**src/tpuc_consts.vh**
```
// Purpose: constants of the timer contention block
// Assumes: APB with 32-bit data, one word per register
// Notes: offsets are byte addresses
`ifndef TPUC_CONSTS_VH
`define TPUC_CONSTS_VH

// ----------------------------------------
// register byte offsets
// ----------------------------------------
`define TPUC_OFS_CTRL 5'h00
`define TPUC_OFS_STAT 5'h04
`define TPUC_OFS_CNT 5'h08
`define TPUC_OFS_MATCH 5'h0C
`define TPUC_OFS_BUF 5'h10

// ----------------------------------------
// control register fields
// ----------------------------------------
`define TPUC_C_RUN 0
`define TPUC_C_CKS_LO 1
`define TPUC_C_CKS_HI 2
`define TPUC_C_CLR_LO 3
`define TPUC_C_CLR_HI 4
`define TPUC_C_CAPT 5
`define TPUC_C_BUFEN 6
`define TPUC_C_MIE 7
`define TPUC_C_VIE 8
`define TPUC_C_UIE 9
`define TPUC_C_XFEN 10
`define TPUC_C_STOP 11
`define TPUC_C_OE 12
`define TPUC_CTRL_W 13
`define TPUC_CTRL_RST 13'h0000

// ----------------------------------------
// status register fields
// ----------------------------------------
`define TPUC_S_MCF 0
`define TPUC_S_OVF 1
`define TPUC_S_UNF 2
`define TPUC_S_DIR 3

// ----------------------------------------
// clock and clear selections
// ----------------------------------------
`define TPUC_CKS_INT 2'h0
`define TPUC_CKS_RISE 2'h1
`define TPUC_CKS_BOTH 2'h2
`define TPUC_CKS_PHASE 2'h3
`define TPUC_CLR_NONE 2'h0
`define TPUC_CLR_MATCH 2'h1
`define TPUC_CLR_CAPT 2'h2

// ----------------------------------------
// reset values
// ----------------------------------------
`define TPUC_CNT_RST 16'h0000
`define TPUC_MATCH_RST 16'hFFFF
`define TPUC_BUF_RST 16'hFFFF

`endif

```
**src/tpuc_edge.v**
```verilog
// Purpose: synchronise count clock and capture pins, detect edges
// Assumes: pins are asynchronous to ref_clk
// Notes: all outputs come from flip-flops; tick_q and cap_q are one-cycle pulses, down_q is a level
`timescale 1ns/1ps
`include "tpuc_consts.vh"

module tpuc_edge (
	// clock and reset
	input wire clk,
	input wire rst_n,
	// selection
	input wire [1:0] cks,
	// pins
	input wire pin_a,
	input wire pin_b,
	input wire pin_cap,
	// events
	output reg tick_q,
	output reg down_q,
	output reg cap_q
);

// ----------------------------------------
// two-stage synchronisers
// ----------------------------------------
reg [2:0] s1_q;
reg [2:0] s2_q;
reg [2:0] s3_q;
wire a_now = s2_q[0];
wire b_now = s2_q[1];
wire a_rise = s2_q[0] & ~s3_q[0];
wire a_fall = ~s2_q[0] & s3_q[0];
wire a_chg = s2_q[0] ^ s3_q[0];
wire b_chg = s2_q[1] ^ s3_q[1];
reg tick_d;
reg down_d;

always @(posedge clk or negedge rst_n) begin
	if (!rst_n) begin
		s1_q <= 3'h0;
		s2_q <= 3'h0;
		s3_q <= 3'h0;
	end else begin
		s1_q <= {pin_cap, pin_b, pin_a};
		s2_q <= s1_q;
		s3_q <= s2_q;
	end
end

// ----------------------------------------
// count event decode
// ----------------------------------------
// quadrature: direction from which phase moved against the other
always @* begin
	tick_d = 1'b0;
	down_d = 1'b0;
	case (cks)
	`TPUC_CKS_RISE: tick_d = a_rise;
	`TPUC_CKS_BOTH: tick_d = a_rise | a_fall;
	`TPUC_CKS_PHASE: begin
		tick_d = a_chg ^ b_chg;
		down_d = a_chg ? (a_now == b_now) : (a_now != b_now);
	end
	default: tick_d = 1'b0;
	endcase
end

always @(posedge clk or negedge rst_n) begin
	if (!rst_n) begin
		tick_q <= 1'b0;
		down_q <= 1'b0;
		cap_q <= 1'b0;
	end else begin
		tick_q <= tick_d;
		down_q <= down_d;
		cap_q <= s2_q[2] & ~s3_q[2];
	end
end

endmodule

```
**src/tpuc_timer.v**
```verilog
// Purpose: timer channel with CPU-versus-event contention resolution
// Assumes: APB master, asynchronous pins synchronised by tpuc_edge
// Notes: APB setup cycle is the first state, access the final state
`timescale 1ns/1ps
`include "tpuc_consts.vh"

module tpuc_timer #(
	parameter DIV = 8
) (
	// clock and reset
	input wire ref_clk,
	input wire rstn,
	// apb slave
	input wire psel,
	input wire penable,
	input wire pwrite,
	input wire [31:0] paddr,
	input wire [31:0] pwdata,
	output reg [31:0] prdata,
	output reg pready,
	output reg pslverr,
	// timer pins
	input wire clk_in_a,
	input wire clk_in_b,
	input wire capture_in,
	output reg match_out,
	// requests
	output reg match_irq,
	output reg ovf_irq,
	output reg unf_irq,
	output reg xfer_req,
	input wire xfer_ack
);

// ----------------------------------------
// reset release
// ----------------------------------------
reg [1:0] rst_sync_q;
wire rst_n = rst_sync_q[1];

always @(posedge ref_clk or negedge rstn) begin
	if (!rstn)
		rst_sync_q <= 2'h0;
	else
		rst_sync_q <= {rst_sync_q[0], 1'b1};
end

// ----------------------------------------
// state
// ----------------------------------------
reg [`TPUC_CTRL_W-1:0] ctrl_q;
reg [15:0] cnt_q;
reg [15:0] cnt_d;
reg [15:0] match_q;
reg [15:0] match_d;
reg [15:0] buf_q;
reg [15:0] buf_d;
reg mcf_q;
reg mcf_d;
reg ovf_q;
reg ovf_d;
reg unf_q;
reg unf_d;
reg dir_q;
reg [2:0] seen_one_q;
reg [15:0] pre_q;
reg pre_tick_q;

wire run = ctrl_q[`TPUC_C_RUN];
wire [1:0] cks = ctrl_q[`TPUC_C_CKS_HI:`TPUC_C_CKS_LO];
wire [1:0] clr_sel = ctrl_q[`TPUC_C_CLR_HI:`TPUC_C_CLR_LO];
wire capt_mode = ctrl_q[`TPUC_C_CAPT];
wire buf_en = ctrl_q[`TPUC_C_BUFEN];
wire stopped = ctrl_q[`TPUC_C_STOP];

// ----------------------------------------
// bus access phases
// ----------------------------------------
wire setup = psel & ~penable;
wire fin = psel & penable;
wire wr_fin = fin & pwrite;
wire [4:0] ofs = paddr[4:0];
wire hit_ctrl = ofs == `TPUC_OFS_CTRL;
wire hit_stat = ofs == `TPUC_OFS_STAT;
wire hit_cnt = ofs == `TPUC_OFS_CNT;
wire hit_match = ofs == `TPUC_OFS_MATCH;
wire hit_buf = ofs == `TPUC_OFS_BUF;
wire mapped = (paddr[31:5] == 27'h0000000) & (paddr[1:0] == 2'h0) &
	(hit_ctrl | hit_stat | hit_cnt | hit_match | hit_buf);
// collisions only in the final state of a write
wire wr_cnt = wr_fin & mapped & hit_cnt & ~stopped;
wire wr_match = wr_fin & mapped & hit_match & ~stopped;
wire wr_buf = wr_fin & mapped & hit_buf & ~stopped;
wire wr_stat = wr_fin & mapped & hit_stat & ~stopped;
wire wr_ctrl = wr_fin & mapped & hit_ctrl;
wire rd_stat = fin & ~pwrite & mapped & hit_stat;

// ----------------------------------------
// count sources
// ----------------------------------------
wire ext_tick;
wire ext_down;
wire cap_pulse;

tpuc_edge u_edge (
	.clk(ref_clk),
	.rst_n(rst_n),
	.cks(cks),
	.pin_a(clk_in_a),
	.pin_b(clk_in_b),
	.pin_cap(capture_in),
	.tick_q(ext_tick),
	.down_q(ext_down),
	.cap_q(cap_pulse)
);

// internal count clock is a divided enable pulse
// divider free-runs; run and stop gate its tick, not the divider itself
always @(posedge ref_clk or negedge rst_n) begin
	if (!rst_n) begin
		pre_q <= 16'h0000;
		pre_tick_q <= 1'b0;
	end else if (pre_q == DIV[15:0] - 16'h0001) begin
		pre_q <= 16'h0000;
		pre_tick_q <= 1'b1;
	end else begin
		pre_q <= pre_q + 16'h0001;
		pre_tick_q <= 1'b0;
	end
end

wire active = run & ~stopped;
wire tick = active & ((cks == `TPUC_CKS_INT) ? pre_tick_q : ext_tick);
wire down = (cks == `TPUC_CKS_PHASE) & ext_down;

// ----------------------------------------
// events
// ----------------------------------------
// match only at the count update point, so once per input clock
wire match_raw = tick & ~capt_mode & (cnt_q == match_q);
wire match_ev = match_raw & ~wr_match;
wire cap_ev = active & capt_mode & cap_pulse;
wire clr_ev = ((clr_sel == `TPUC_CLR_MATCH) & match_ev) |
	((clr_sel == `TPUC_CLR_CAPT) & cap_ev);
wire wrap_up = tick & ~down & (cnt_q == 16'hFFFF);
wire wrap_dn = tick & down & (cnt_q == 16'h0000);
wire xfer_clr = xfer_ack & ctrl_q[`TPUC_C_XFEN] & ~stopped;

// ----------------------------------------
// counter and data registers
// ----------------------------------------
// clear beats a write, a write beats a count
always @* begin
	cnt_d = cnt_q;
	if (clr_ev)
		cnt_d = `TPUC_CNT_RST;
	else if (wr_cnt)
		cnt_d = pwdata[15:0];
	else if (tick && down)
		cnt_d = cnt_q - 16'h0001;
	else if (tick)
		cnt_d = cnt_q + 16'h0001;
end

// capture owns both registers in its cycle, so a write is lost
always @* begin
	match_d = match_q;
	buf_d = buf_q;
	if (cap_ev) begin
		match_d = cnt_q;
		if (buf_en)
			buf_d = match_q;
	end else begin
		if (wr_match)
			match_d = pwdata[15:0];
		else if (match_ev && buf_en)
			match_d = buf_q;
		if (wr_buf)
			buf_d = pwdata[15:0];
	end
end

// ----------------------------------------
// status flags
// ----------------------------------------
// set wins over any clear; stopped freezes clearing
always @* begin
	mcf_d = mcf_q;
	ovf_d = ovf_q;
	unf_d = unf_q;
	if (wr_stat && seen_one_q[`TPUC_S_MCF] && !pwdata[`TPUC_S_MCF])
		mcf_d = 1'b0;
	if (xfer_clr)
		mcf_d = 1'b0;
	if (wr_stat && seen_one_q[`TPUC_S_OVF] && !pwdata[`TPUC_S_OVF])
		ovf_d = 1'b0;
	if (wr_stat && seen_one_q[`TPUC_S_UNF] && !pwdata[`TPUC_S_UNF])
		unf_d = 1'b0;
	if (match_ev || cap_ev)
		mcf_d = 1'b1;
	if (wrap_up && !clr_ev && !wr_cnt)
		ovf_d = 1'b1;
	if (wrap_dn && !clr_ev && !wr_cnt)
		unf_d = 1'b1;
end

// ----------------------------------------
// flag bookkeeping
// ----------------------------------------
// a flag clears by a write only after software has seen it set, so one that
// rose after the read survives the following write
wire [2:0] flag_now;
wire [2:0] flag_keep;

assign flag_now[`TPUC_S_MCF] = mcf_q;
assign flag_now[`TPUC_S_OVF] = ovf_q;
assign flag_now[`TPUC_S_UNF] = unf_q;
assign flag_keep[`TPUC_S_MCF] = pwdata[`TPUC_S_MCF];
assign flag_keep[`TPUC_S_OVF] = pwdata[`TPUC_S_OVF];
assign flag_keep[`TPUC_S_UNF] = pwdata[`TPUC_S_UNF];

always @(posedge ref_clk or negedge rst_n) begin
	if (!rst_n) begin
		cnt_q <= `TPUC_CNT_RST;
		match_q <= `TPUC_MATCH_RST;
		buf_q <= `TPUC_BUF_RST;
		mcf_q <= 1'b0;
		ovf_q <= 1'b0;
		unf_q <= 1'b0;
		dir_q <= 1'b0;
		seen_one_q <= 3'h0;
	end else begin
		cnt_q <= cnt_d;
		match_q <= match_d;
		buf_q <= buf_d;
		mcf_q <= mcf_d;
		ovf_q <= ovf_d;
		unf_q <= unf_d;
		if (tick)
			dir_q <= down;
		if (rd_stat)
			seen_one_q <= seen_one_q | flag_now;
		else if (wr_stat)
			seen_one_q <= seen_one_q & flag_keep;
	end
end

// ----------------------------------------
// control register
// ----------------------------------------
always @(posedge ref_clk or negedge rst_n) begin
	if (!rst_n)
		ctrl_q <= `TPUC_CTRL_RST;
	else if (wr_ctrl)
		ctrl_q <= pwdata[`TPUC_CTRL_W-1:0];
end

// ----------------------------------------
// apb answer
// ----------------------------------------
// read data, DIR and CTRL aside, taken from next-state values at the setup edge, so a
// capture in the first state is already visible
reg [31:0] rdata_d;

always @* begin
	rdata_d = 32'h00000000;
	case (ofs)
	`TPUC_OFS_CTRL: rdata_d[`TPUC_CTRL_W-1:0] = ctrl_q;
	`TPUC_OFS_STAT: begin
		rdata_d[`TPUC_S_MCF] = mcf_d;
		rdata_d[`TPUC_S_OVF] = ovf_d;
		rdata_d[`TPUC_S_UNF] = unf_d;
		rdata_d[`TPUC_S_DIR] = dir_q;
	end
	`TPUC_OFS_CNT: rdata_d[15:0] = cnt_d;
	`TPUC_OFS_MATCH: rdata_d[15:0] = match_d;
	`TPUC_OFS_BUF: rdata_d[15:0] = buf_d;
	default: rdata_d = 32'h00000000;
	endcase
	if (!mapped)
		rdata_d = 32'h00000000;
end

// no wait states: pready stays high from reset release on
always @(posedge ref_clk or negedge rst_n) begin
	if (!rst_n) begin
		prdata <= 32'h00000000;
		pready <= 1'b0;
		pslverr <= 1'b0;
	end else begin
		pready <= 1'b1;
		if (setup) begin
			prdata <= pwrite ? 32'h00000000 : rdata_d;
			pslverr <= ~mapped;
		end
	end
end

// ----------------------------------------
// requests and compare output
// ----------------------------------------
// stop freezes the lines as they stood
// the ack drops the transfer line in the cycle it clears the flag
always @(posedge ref_clk or negedge rst_n) begin
	if (!rst_n) begin
		match_irq <= 1'b0;
		ovf_irq <= 1'b0;
		unf_irq <= 1'b0;
		xfer_req <= 1'b0;
		match_out <= 1'b0;
	end else if (!stopped) begin
		match_irq <= mcf_d & ctrl_q[`TPUC_C_MIE];
		ovf_irq <= ovf_d & ctrl_q[`TPUC_C_VIE];
		unf_irq <= unf_d & ctrl_q[`TPUC_C_UIE];
		xfer_req <= mcf_d & ctrl_q[`TPUC_C_XFEN] & ~xfer_clr;
		if (!ctrl_q[`TPUC_C_OE])
			match_out <= 1'b0;
		else if (match_ev)
			match_out <= ~match_out;
	end
end

endmodule

```
**config.mk**
```make
export PLATFORM = sky130hd
export DESIGN_NAME = tpuc_timer
export DESIGN_NICKNAME = d
export VERILOG_FILES = /design/src/tpuc_edge.v /design/src/tpuc_timer.v
export VERILOG_INCLUDE_DIRS = /design/src
export SDC_FILE = /design/constraint.sdc
export NUM_CORES = 1
export LEC_CHECK = 0
export ABC_AREA = 1
export BUFFER_PORTS_ARGS = -buffer_cell sky130_fd_sc_hd__buf_2
export CAP_MARGIN = 40
export CORE_MARGIN = 2
export CORE_UTILIZATION = 50
export CTS_BUF_LIST = sky130_fd_sc_hd__clkbuf_16
export DETAILED_ROUTE_END_ITERATION = 7
export PLACE_DENSITY = 0.71
export SYNTH_ARGS = -nofsm -noshare
export SYNTH_HDL_FRONTEND = slang
export SYNTH_HIERARCHICAL = 1
export SYNTH_SLANG_ARGS = --single-unit
```
**constraint.sdc**
```tcl
create_clock -name ref_clk -period 4.95 [get_ports ref_clk]
set_clock_uncertainty 0.1 [all_clocks]
set_input_delay 0.495 -clock ref_clk [delete_from_list [all_inputs] [get_ports ref_clk]]
set_output_delay 0.495 -clock ref_clk [all_outputs]
set_load 0.005 [all_outputs]
```
Word level (Yosys, flattened, before mapping)

Cells that the tools add are included.

Register bits after elaboration: 138

Bitwise logic cells: 65
Reductions and logical operators: 25
Add/subtract/negate cells: 3
Eq/ne operators: 15
Mux-type cells: 32

Operators by type and width:

| operator                                              | number |
|---|---|
| 2-to-1 mux 16 bit                                     | 12 |
| AND 1 bit                                             | 42 |
| one-hot mux 9 bit (4 select lines)                    | 1 |
| adder 16 x 1 -> 16 bit (second input constant)        | 2 |
| 2-to-1 mux 32 bit                                     | 1 |
| zero test 27 bit                                      | 1 |
| one-hot mux 4 bit (5 select lines)                    | 1 |
| equality test 16 bit                                  | 1 |
| equality test 16 bit (second input constant)          | 1 |
| equality test 16 x 3 -> 1 bit (second input constant) | 1 |
| zero test 16 bit                                      | 1 |
| subtractor 16 x 1 -> 16 bit (second input constant)   | 1 |
| 2-to-1 mux 1 bit                                      | 13 |
| logical AND 1 bit                                     | 12 |
| inverter 1 bit                                        | 12 |
| equality test 5 x 4 -> 1 bit (second input constant)  | 2 |
| one-hot mux 3 bit (3 select lines)                    | 1 |
| equality test 2 bit (second input constant)           | 3 |
| 2-to-1 mux 3 bit                                      | 2 |
| bitwise OR 1 bit                                      | 6 |
| equality test 5 x 3 -> 1 bit (second input constant)  | 1 |
| equality test 5 bit (second input constant)           | 1 |
| zero test 1 bit                                       | 5 |
| zero test 5 bit                                       | 1 |
| other kinds (12)                                      | 16 |

Longest topological paths before layout

Gate-level depths: netlist of run 1.

Depth after elaboration: 20
Mapped depth: 19
Depth with buffers taken out: 19

Cells and area by module

The synthesis of run 1 kept the hierarchy.

Modules (own cells, without submodules):

| module     | instances | sequential area each (µm²) | area an instance (µm²) | cells each |
|---|---|---|---|---|
| tpuc_timer | 1         | 2,792.7                    | 7,646.1                | 1,130 |
| tpuc_edge  | 1         | 300.3                      | 412.9                  | 37 |

Worst setup path before layout of run 1

Ideal clock, no wire load.

Path kind: input-to-reg
From: in paddr[1]
To: reg prdata[1]
Data arrival time: 1,976 ps
Path slack: 2,757 ps
Required time: 4,734 ps
Cell stages on the path: 17
Cell sequence: nor2_4 -> inv_2 -> nor2_1 -> nand2_1 -> nor2_4 -> nand2_4 -> nor2_8 -> nand2_4 -> buf_6 -> nand2_1 -> nand3_1 -> nand2_1 -> nor2_1 -> nor2_1 -> nand3_1 -> nand2_1 -> nand2_1

Longest elaborated chain between the ends: 20
Elaborated cells between the ends (all ways): 44
Classes of those cells: eq/ne: 4; mux: 12; bitwise: 19; reduce/logical: 9

Ends and longest elaborated chain:

| element                                                                | RTL line         | RTL |
|---|---|---|
| start, declared                                                        | tpuc_timer.v:17  | `input wire [31:0] paddr,` |
| equality test 5 x 3 -> 1 bit / zero test 5 bit (equally long branches) | tpuc_timer.v:267 | `case (ofs)` |
| bitwise OR 1 bit (4 in series)                                         | tpuc_timer.v:89  | `(hit_ctrl \| hit_stat \| hit_cnt \| hit_match \| hit_buf);` |
| AND 1 bit                                                              | tpuc_timer.v:88  | `wire mapped = (paddr[31:5] == 27'h0000000) & (paddr[1:0] == 2'h0) &` |
| AND 1 bit                                                              | --               |  |
| AND 1 bit (2 in series)                                                | tpuc_timer.v:92  | `wire wr_match = wr_fin & mapped & hit_match & ~stopped;` |
| inverter 1 bit                                                         | tpuc_timer.v:141 | `wire match_ev = match_raw & ~wr_match;` |
| AND 1 bit                                                              | tpuc_timer.v:141 |  |
| AND 1 bit                                                              | tpuc_timer.v:143 | `` wire clr_ev = ((clr_sel == `TPUC_CLR_MATCH) & match_ev) \| `` |
| bitwise OR 1 bit                                                       | tpuc_timer.v:143 |  |
| zero test 1 bit                                                        | tpuc_timer.v:201 | `if (wrap_up && !clr_ev && !wr_cnt)` |
| logical AND 1 bit (2 in series)                                        | tpuc_timer.v:201 |  |
| 2-to-1 mux 1 bit                                                       | tpuc_timer.v:201 |  |
| one-hot mux 4 bit (5 select lines)                                     | tpuc_timer.v:267 |  |
| 2-to-1 mux 16 bit *                                                    | tpuc_timer.v:280 | `if (!mapped)` |
| 2-to-1 mux 32 bit *                                                    | tpuc_timer.v:293 | `prdata <= pwrite ? 32'h00000000 : rdata_d;` |
| end signal, assigned                                                   | tpuc_timer.v:293 |  |
| end, declared                                                          | tpuc_timer.v:19  | `output reg [31:0] prdata,` |

Mark *: on every way between the ends. The rest lies on a longest branch, timed or not.
A chain may end at the register's enable or synchronous reset.

Final worst setup path of run 1

From: reg ctrl_q[11]
To: reg prdata[8]

Longest elaborated chain between the ends: 13
Elaborated cells between the ends (all ways): 29
Classes of those cells: mux: 12; bitwise: 15; reduce/logical: 2

Ends and longest elaborated chain:

| element                              | RTL line         | RTL |
|---|---|---|
| start, declared                      | tpuc_timer.v:51  | `` reg [`TPUC_CTRL_W-1:0] ctrl_q; `` |
| start signal, assigned               | tpuc_timer.v:253 | `` ctrl_q <= `TPUC_CTRL_RST; `` |
| start signal, assigned               | tpuc_timer.v:255 | `` ctrl_q <= pwdata[`TPUC_CTRL_W-1:0]; `` |
| inverter 1 bit *                     | --               |  |
| AND 1 bit                            | tpuc_timer.v:132 | `wire active = run & ~stopped;` |
| AND 1 bit                            | tpuc_timer.v:133 | `` wire tick = active & ((cks == `TPUC_CKS_INT) ? pre_tick_q : ext_tick); `` |
| AND 1 bit (2 in series)              | tpuc_timer.v:140 | `wire match_raw = tick & ~capt_mode & (cnt_q == match_q);` |
| AND 1 bit                            | tpuc_timer.v:141 |  |
| logical AND 1 bit                    | tpuc_timer.v:176 | `else if (match_ev && buf_en)` |
| 2-to-1 mux 16 bit                    | tpuc_timer.v:176 |  |
| 2-to-1 mux 16 bit                    | tpuc_timer.v:174 | `if (wr_match)` |
| 2-to-1 mux 16 bit                    | tpuc_timer.v:169 | `if (cap_ev) begin` |
| one-hot mux 9 bit (4 select lines) * | tpuc_timer.v:267 |  |
| 2-to-1 mux 16 bit *                  | tpuc_timer.v:280 |  |
| 2-to-1 mux 32 bit *                  | tpuc_timer.v:293 |  |

Marks and branches as above.

==> impl_metrics.toml, run 1 <==
[placement]
dpl-instance-area_mm2 = 0.008513
port_buffers = 79
dp_cells = 1426
place_congestion = 0.9757
pre_cts_ws_ns = 1.450
place_hpwl_mm = 16.60

[logic_synthesis]
async_reset_ff_frac = 1.000
syn_area_per_cell_um2 = 6.906
ys_seq_area_frac = 0.3838
synth_cell_types = 54
synth_enable_flop_cells = 0
synth_area_mm2 = 0.008059
ys.flop_type = "dfrtp_1"
synth_cells = 1167
yosys_warnings = 6
synth-seq-cells = 122

[floorplanning]
die_h_um = 131.0
core_area_mm2 = 0.01583
num_rows = 46
start_util = 0.5092
dieArea_mm2 = 0.01715
fp.dieW_um = 131.0
io_pins = 112

[sta]
maxSlewViolCount = 0
post-route-min-period_ns = 3.577
clock.fmax_mhz = 279.6
max-slew-margin-rel = 0.5343
grt_setup_unrepaired = "no"
finalSetupTns_ns = 0
hold_viol_final = 0
layout_setup_ws_ns = 1.373
setup_violations = 0
post-route-period-util = 0.7225
worstMarginPinSlew_ns = 0.6978

[worst_setup_path]
cp.required_ns = 5.16
critPathMaxFanout = 15
critPathArrivalTime_ns = 3.78
reg2regPathDepth = 12
r2r_end = "prdata[8]"
rr_startpoint = "ctrl_q[11]"
worstSetupEndpointType = "flip-flop"
ff2ff_setup_slack_ns = 1.37
startpoint_type = "flip-flop"
criticalPathCategory = "reg -> reg"

[job]
maxCapViolCount = 0

[finish]
diodes = 0
nets = 1309
area_growth_pct = 13.10
instances_no_fill = 1460
final_area_mm2 = 0.009115
drive_gt1_frac = 0.1656
nFillCells = 1512
post-route-util = 0.5759

[routing]
routedWlPerCell_um = 15.85
post-route-drc-count = 0
ant_nets = 0
drtIter0Drc = 962
routed_wl_mm = 23.13
vias = 7777
drt_first_pass_iters = 5
vias_per_cell = 5.327

[min_path]
holdPathEnd = "u_edge/s1_q[1]"
whs_path_depth = 1
min_from = "clk_in_b"
hp-class = "in -> reg"

[global_route]
grt_use_met3 = 0.05375
grt.overflow.total = 0
track_usage = 0.2840
antenna_found_initial = 0
grt.met2_usage = 0.4352
grt_pass1_wl_mm = 37.05
grt_max_degree = 47
grt_use_met1 = 0.3987
grt-busiest-layer = "met2"
grt_pass1_vias = 7148

[clocking]
cts_tree = "yes"
htree_levels = 4
clk_pin_slew_ns = 0.06
clk_latency_ns = 0.42
clock_sinks = 122
clockBufferDepth = 2
numCtsBuffers = 17
cts_root_buf = "clkbuf_16"
postCtsSetupBuffers = 0

[outcome]
status = "complete, no violations"

[power]
leakage_nw = 4.888
power_density_mw_per_mm2 = 253.9
max-vdd-ir-drop_v = 0.0002759
-- final cells by class --
class	instances	area, um2	share of cell area
Multi-Input combinational cell	879	4205	0.4614
Sequential cell	122	3097	0.3397
Timing Repair Buffer	90	511.7	0.05614
Inverter	121	454.2	0.04983
Clock buffer	17	425.4	0.04667
Tap cell	216	270.3	0.02965
Clock inverter	15	151.4	0.01661
-- cells in the mapped netlist (2+ instances only) --
cell,count,area (um2)
a21boi_0,11,82.58
a21oi_1,32,160.2
a31oi_1,3,18.77
buf_1,3,11.26
buf_2,16,80.08
buf_4,21,157.7
buf_6,5,56.30
clkbuf_1,15,56.30
conb_1,2,7.510
dfrtp_1,90,2252
dfstp_2,32,840.8
ha_1,5,62.56
inv_1,113,424.2
inv_2,7,26.28
nand2_1,419,1573
nand2_2,2,12.51
nand2_4,2,22.52
nand3_1,81,405.4
nand3_2,7,70.07
nand4_1,13,81.33
nand4_2,3,37.54
nor2_1,113,424.2
nor2_2,11,68.82
nor2_4,4,45.04
nor3_1,17,85.08
nor4_1,3,18.77
o211ai_1,4,30.03
o211ai_2,6,75.07
o21ai_0,40,200.2
o21ai_1,24,120.1
o21ai_2,3,26.28
o22ai_1,4,25.02
or2_0,3,18.77
or2_2,2,12.51
xnor2_1,3,26.28
xor2_1,30,262.8
-- what timing repair did --
action                                 4_1_cts  5_1_grt
hold buffers                                 1        0
endpoints found under the hold margin        2        0
setup endpoints to repair                    0        0
gates resized for setup                      0        0
-- sequential cells by signal, indices dropped and copies added, names as in the netlist, 13 cells and up --
register,flops
cnt_q,16
pre_q,16
buf_q,16
ctrl_q,13
match_q,16
prdata,16
-- placed cells by master, fill, tap and decap left out, types with 6 or more instances in the layout --
| cell | n |
|---|---|
| o21ai_1 | 24 |
| nand4_1 | 13 |
| o21ai_0 | 40 |
| dfstp_2 | 32 |
| o211ai_2 | 6 |
| inv_2 | 7 |
| nor2_1 | 113 |
| conb_1 | 18 |
| nand2_1 | 419 |
| nand3_2 | 7 |
| a21oi_1 | 32 |
| a21boi_0 | 11 |
| clkbuf_16 | 17 |
| nor2_2 | 11 |
| buf_2 | 79 |
| nor3_1 | 17 |
| buf_4 | 6 |
| inv_1 | 113 |
| dfrtp_1 | 89 |
| nand3_1 | 81 |
| xor2_1 | 30 |
-- logic make-up after synthesis --
logic type | share of synthesized area
AOI/OAI and AO/OA | 0.1020
xor gates and xnor gates | 0.03586
adders and majority gates | 0.007763
buffers and inverters | 0.1018
DFF | 0.3838
muxes | 0.002639
other | 0.0009319
and+or+nand+nor | 0.3652
-- power by group --
group	total, W	switching (W)	internal [W]
clock network	0.00122	0.000478	0.000739
logic	0.0000838	0.0000566	0.0000272
registers	0.00101	0.00000846	0.00100
total	0.00231	0.000543	0.00177
-- how the worst max path moves through the flow --
stage	endpoint	depth (start not counted)	slack [ns]	startpoint
after floorplan	cnt_q[0]	0	1.26	rst_sync_q[1]
after global placement	prdata[8]	12	1.55	ctrl_q[11]
after detailed placement	prdata[8]	12	1.45	ctrl_q[11]
after CTS	prdata[8]	12	1.45	ctrl_q[11]
after global routing	prdata[8]	12	1.06	ctrl_q[11]
final	prdata[8]	12	1.37	ctrl_q[11]
-- worst max-delay path, cell delays in order (launching register included) --
cell and delay [ns]:
dfrtp_1 0.57, nor2_1 0.25, nand3_2 0.37, nor2_2 0.66, inv_1 0.45, o21ai_0 0.49, nand2_1 0.10, nand2_1 0.10
nor3_1 0.06, nor2_1 0.12, nand2_1 0.06, nand2_1 0.07, nand2_1 0.06
-- layer usage --
metal	share of wire	vias to the layer above
met5	0	-
met4	0.032	0
met3	0.083	60
met2	0.45	345
met1	0.43	3579
li1	-	3793
-- through the flow --
stage / total power [W] / hold WS (ns)
6_report: 0.002314 / 0.07988
5_1_grt: 0.002374 / 0.06805
4_1_cts: 0.002322 / 0.06464
3_5_place_dp: 0.001113 / 0.1811
3_3_place_gp: 0.001110 / 0.1819
2_1_floorplan: 0.001076 / 0.09941
No activity file was read; power rests on OpenSTA's default activity.
==> run 2: changes to the inputs <==
--- a/config.mk
+++ b/config.mk
@@ -6,7 +6,7 @@
 export SDC_FILE = /design/constraint.sdc
 export NUM_CORES = 1
 export LEC_CHECK = 0
-export ABC_AREA = 1
+export ABC_AREA = 0
 export BUFFER_PORTS_ARGS = -buffer_cell sky130_fd_sc_hd__buf_2
 export CAP_MARGIN = 40
 export CORE_MARGIN = 2
==> constraint.sdc (replaced) <==
create_clock -name ref_clk -period 3.6 [get_ports ref_clk]
set_clock_uncertainty 0.1 [all_clocks]
set_input_delay 0.36 -clock ref_clk [delete_from_list [all_inputs] [get_ports ref_clk]]
set_output_delay 0.36 -clock ref_clk [all_outputs]
set_load 0.005 [all_outputs]
==> run 2 against run 1 <==
  * Register-to-register slack worse by 0.75 ns
  * Via count decreased by 11%
  * Core utilization increased by 2.2 points
  * Area after synthesis shrank 8.4%
  * Hold slack gained 0.063 ns
  * Non-clock buffer count up 32
  * Global-route usage up 2.0 points
  * Critical endpoint is now prdata[12]
  * Largest cell class unchanged
  * Largest power group unchanged
==> impl_metrics.toml, run 2 <==
[floorplanning]
num_rows = 44
fp.dieW_um = 125.5
core_area_mm2 = 0.01448
io_pins = 112
die_h_um = 125.5
start_util = 0.5101
dieArea_mm2 = 0.01576

[worst_setup_path]
ff2ff_setup_slack_ns = 0.62
critPathArrivalTime_ns = 3.17
cp.required_ns = 3.80
critPathMaxFanout = 8
criticalPathCategory = "reg -> reg"
worstSetupEndpointType = "flip-flop"
startpoint_type = "flip-flop"

[job]
maxCapViolCount = 0

[routing]
vias = 6909
post-route-drc-count = 0
routed_wl_mm = 23.64
drtIter0Drc = 916
vias_per_cell = 6.368
ant_nets = 0
drt_first_pass_iters = 6
routedWlPerCell_um = 21.79

[clocking]
clk_latency_ns = 0.42
clk_pin_slew_ns = 0.06
numCtsBuffers = 17
post_cts_resized = 0
cts_tree = "yes"
clock_sinks = 122
postCtsSetupBuffers = 0
cts_root_buf = "clkbuf_16"
clockBufferDepth = 2
htree_levels = 4

[sta]
maxSlewViolCount = 0
clock.fmax_mhz = 336.1
post-route-min-period_ns = 2.976
finalSetupTns_ns = 0
setup_violations = 0
worstMarginPinSlew_ns = 0.6778
max-slew-margin-rel = 0.5451
grt_setup_unrepaired = "no"
post-route-period-util = 0.8265
timing.hold.ws_ns = 0.1427
hold_viol_final = 0

[global_route]
grt.overflow.total = 0
grt_pass1_vias = 6586
grt-busiest-layer = "met2"
antenna_found_initial = 0
grt_use_met3 = 0.1023
grt.met2_usage = 0.4417
grt_max_degree = 75
grt_pass1_wl_mm = 36.74
track_usage = 0.3044
grt_use_met1 = 0.4138

[logic_synthesis]
ys_seq_area_frac = 0.4188
yosys_warnings = 6
ys.flop_type = "dfrtp_1"
synth_area_mm2 = 0.007386
yosysMostFrequentCell = "dfrtp_1"
synthTopCellsByCount = "dfrtp_1, nand2_1, nor2_1, dfstp_2, nand3_1"
synth_top_area_share = 0.3049
synth_cell_types = 79
syn_area_per_cell_um2 = 9.337
synth_enable_flop_cells = 0
async_reset_ff_frac = 1.000
yosysTopAreaCell = "dfrtp_1"
synth-seq-cells = 122
synthTopCellsByArea = "dfrtp_1, dfstp_2, nand2_1, nor2_1, xor2_1"
synth_cells = 791

[power]
leakage_nw = 3.814
power_density_mw_per_mm2 = 360.8
max-vdd-ir-drop_v = 0.0003845

[placement]
dp_cells = 1049
place_hpwl_mm = 16.99
port_buffers = 79
place_congestion = 0.9895

[finish]
diodes = 0
drive_gt1_frac = 0.2553
nFillCells = 1292
mostFrequentLayoutCells = "dfrtp_1, buf_2, nand2_1"
multi_input_area_mm2 = 0.003993
area_growth_pct = 17.26
layout_commonest_cell = "dfrtp_1"
instances_no_fill = 1085
ff_latch_area_mm2 = 0.003097
nets = 966

[outcome]
status = "complete, no violations"

[min_path]
hp-class = "in -> reg"
run 2: changes by cell type in the layout (fill, tap and decap cells not counted), moves of 15 or more:
cell,delta
mux2i_1,+19
nand3_1,-49
nand2_1,-342
o21ai_1,-21
xnor2_1,+16
inv_1,-100
mux2_2,+15
nor2_1,-39
buf_4,+32
run 2: final cells by class:
type	count	area share
multi-input cells	613	0.4610
clock inverters	15	0.01502
well taps	184	0.02658
inverters	12	0.005201
clock buffers	17	0.04912
repair buffers	122	0.08552
flip-flops and latches	122	0.3576
run 2: per-layer routing:
| metal | vias to the layer above | share of wire |
|---|---|---|
| li1 | 3080 | - |
| met4 | 0 | 0.043 |
| met1 | 3316 | 0.41 |
| met3 | 77 | 0.12 |
| met5 | - | 0 |
| met2 | 436 | 0.43 |
run 2: cells by family after synthesis:
group / synth area share
xor+xnor: 0.05574
fa+ha+maj: 0.008470
simple gates: 0.2497
other cells: 0.001017
buf+inv: 0.04947
mux: 0.05455
flops: 0.4188
compound gates: 0.1623
run 2: critical path, stage by stage, from the launching register on:
cell and delay [ns]:
dfrtp_1 0.55, and4b_1 0.55, nand4_1 0.17, nor3_2 0.43, nor2_1 0.11, buf_4 0.21
a21o_1 0.22, a221oi_1 0.38, o211ai_1 0.12
run 2: what timing repair did:
| action | CTS | global route |
|---|---|---|
| hold buffers | 4 | 0 |
| endpoints found under the setup margin | 0 | 0 |
| hold endpoints to repair | 5 | 0 |
run 2: final timing paths:
| kind | startpoint | end | cells past startpoint |
|---|---|---|---|
| setup reg to reg | ctrl_q[11] | prdata[12] | 8 |
| max in group asynchronous | rst_sync_q[1] | buf_q[4] | 1 |
| hold reg to reg | rst_sync_q[1] | u_edge/tick_q | 0 |
| min in group asynchronous | rstn | rst_sync_q[1] | 2 |
| hold / removal | pwdata[11] | ctrl_q[11] | 2 |
| setup / recovery | ctrl_q[11] | prdata[12] | 8 |
run 2: power by group:
group	switching (W)	internal [W]	leakage (nW)
sequential	0.0000127	0.00138	1.50
clock	0.000660	0.000946	0.264
combinational	0.0000803	0.0000439	2.05
total	0.000753	0.00237	3.81
run 2: metrics by stage:
stage          worst slack [ns]  power [W]  area, um2    util
6_report                 0.6245   0.003125       8661  0.5982
5_1_grt                  0.5371   0.003228       8661  0.5982
4_1_cts                  0.7062   0.003140       8661  0.5982
3_5_place_dp             0.6852   0.001538       8065  0.5570
3_3_place_gp             0.7027   0.001536       8065  0.5570
2_1_floorplan            0.9990   0.001475       7447       -
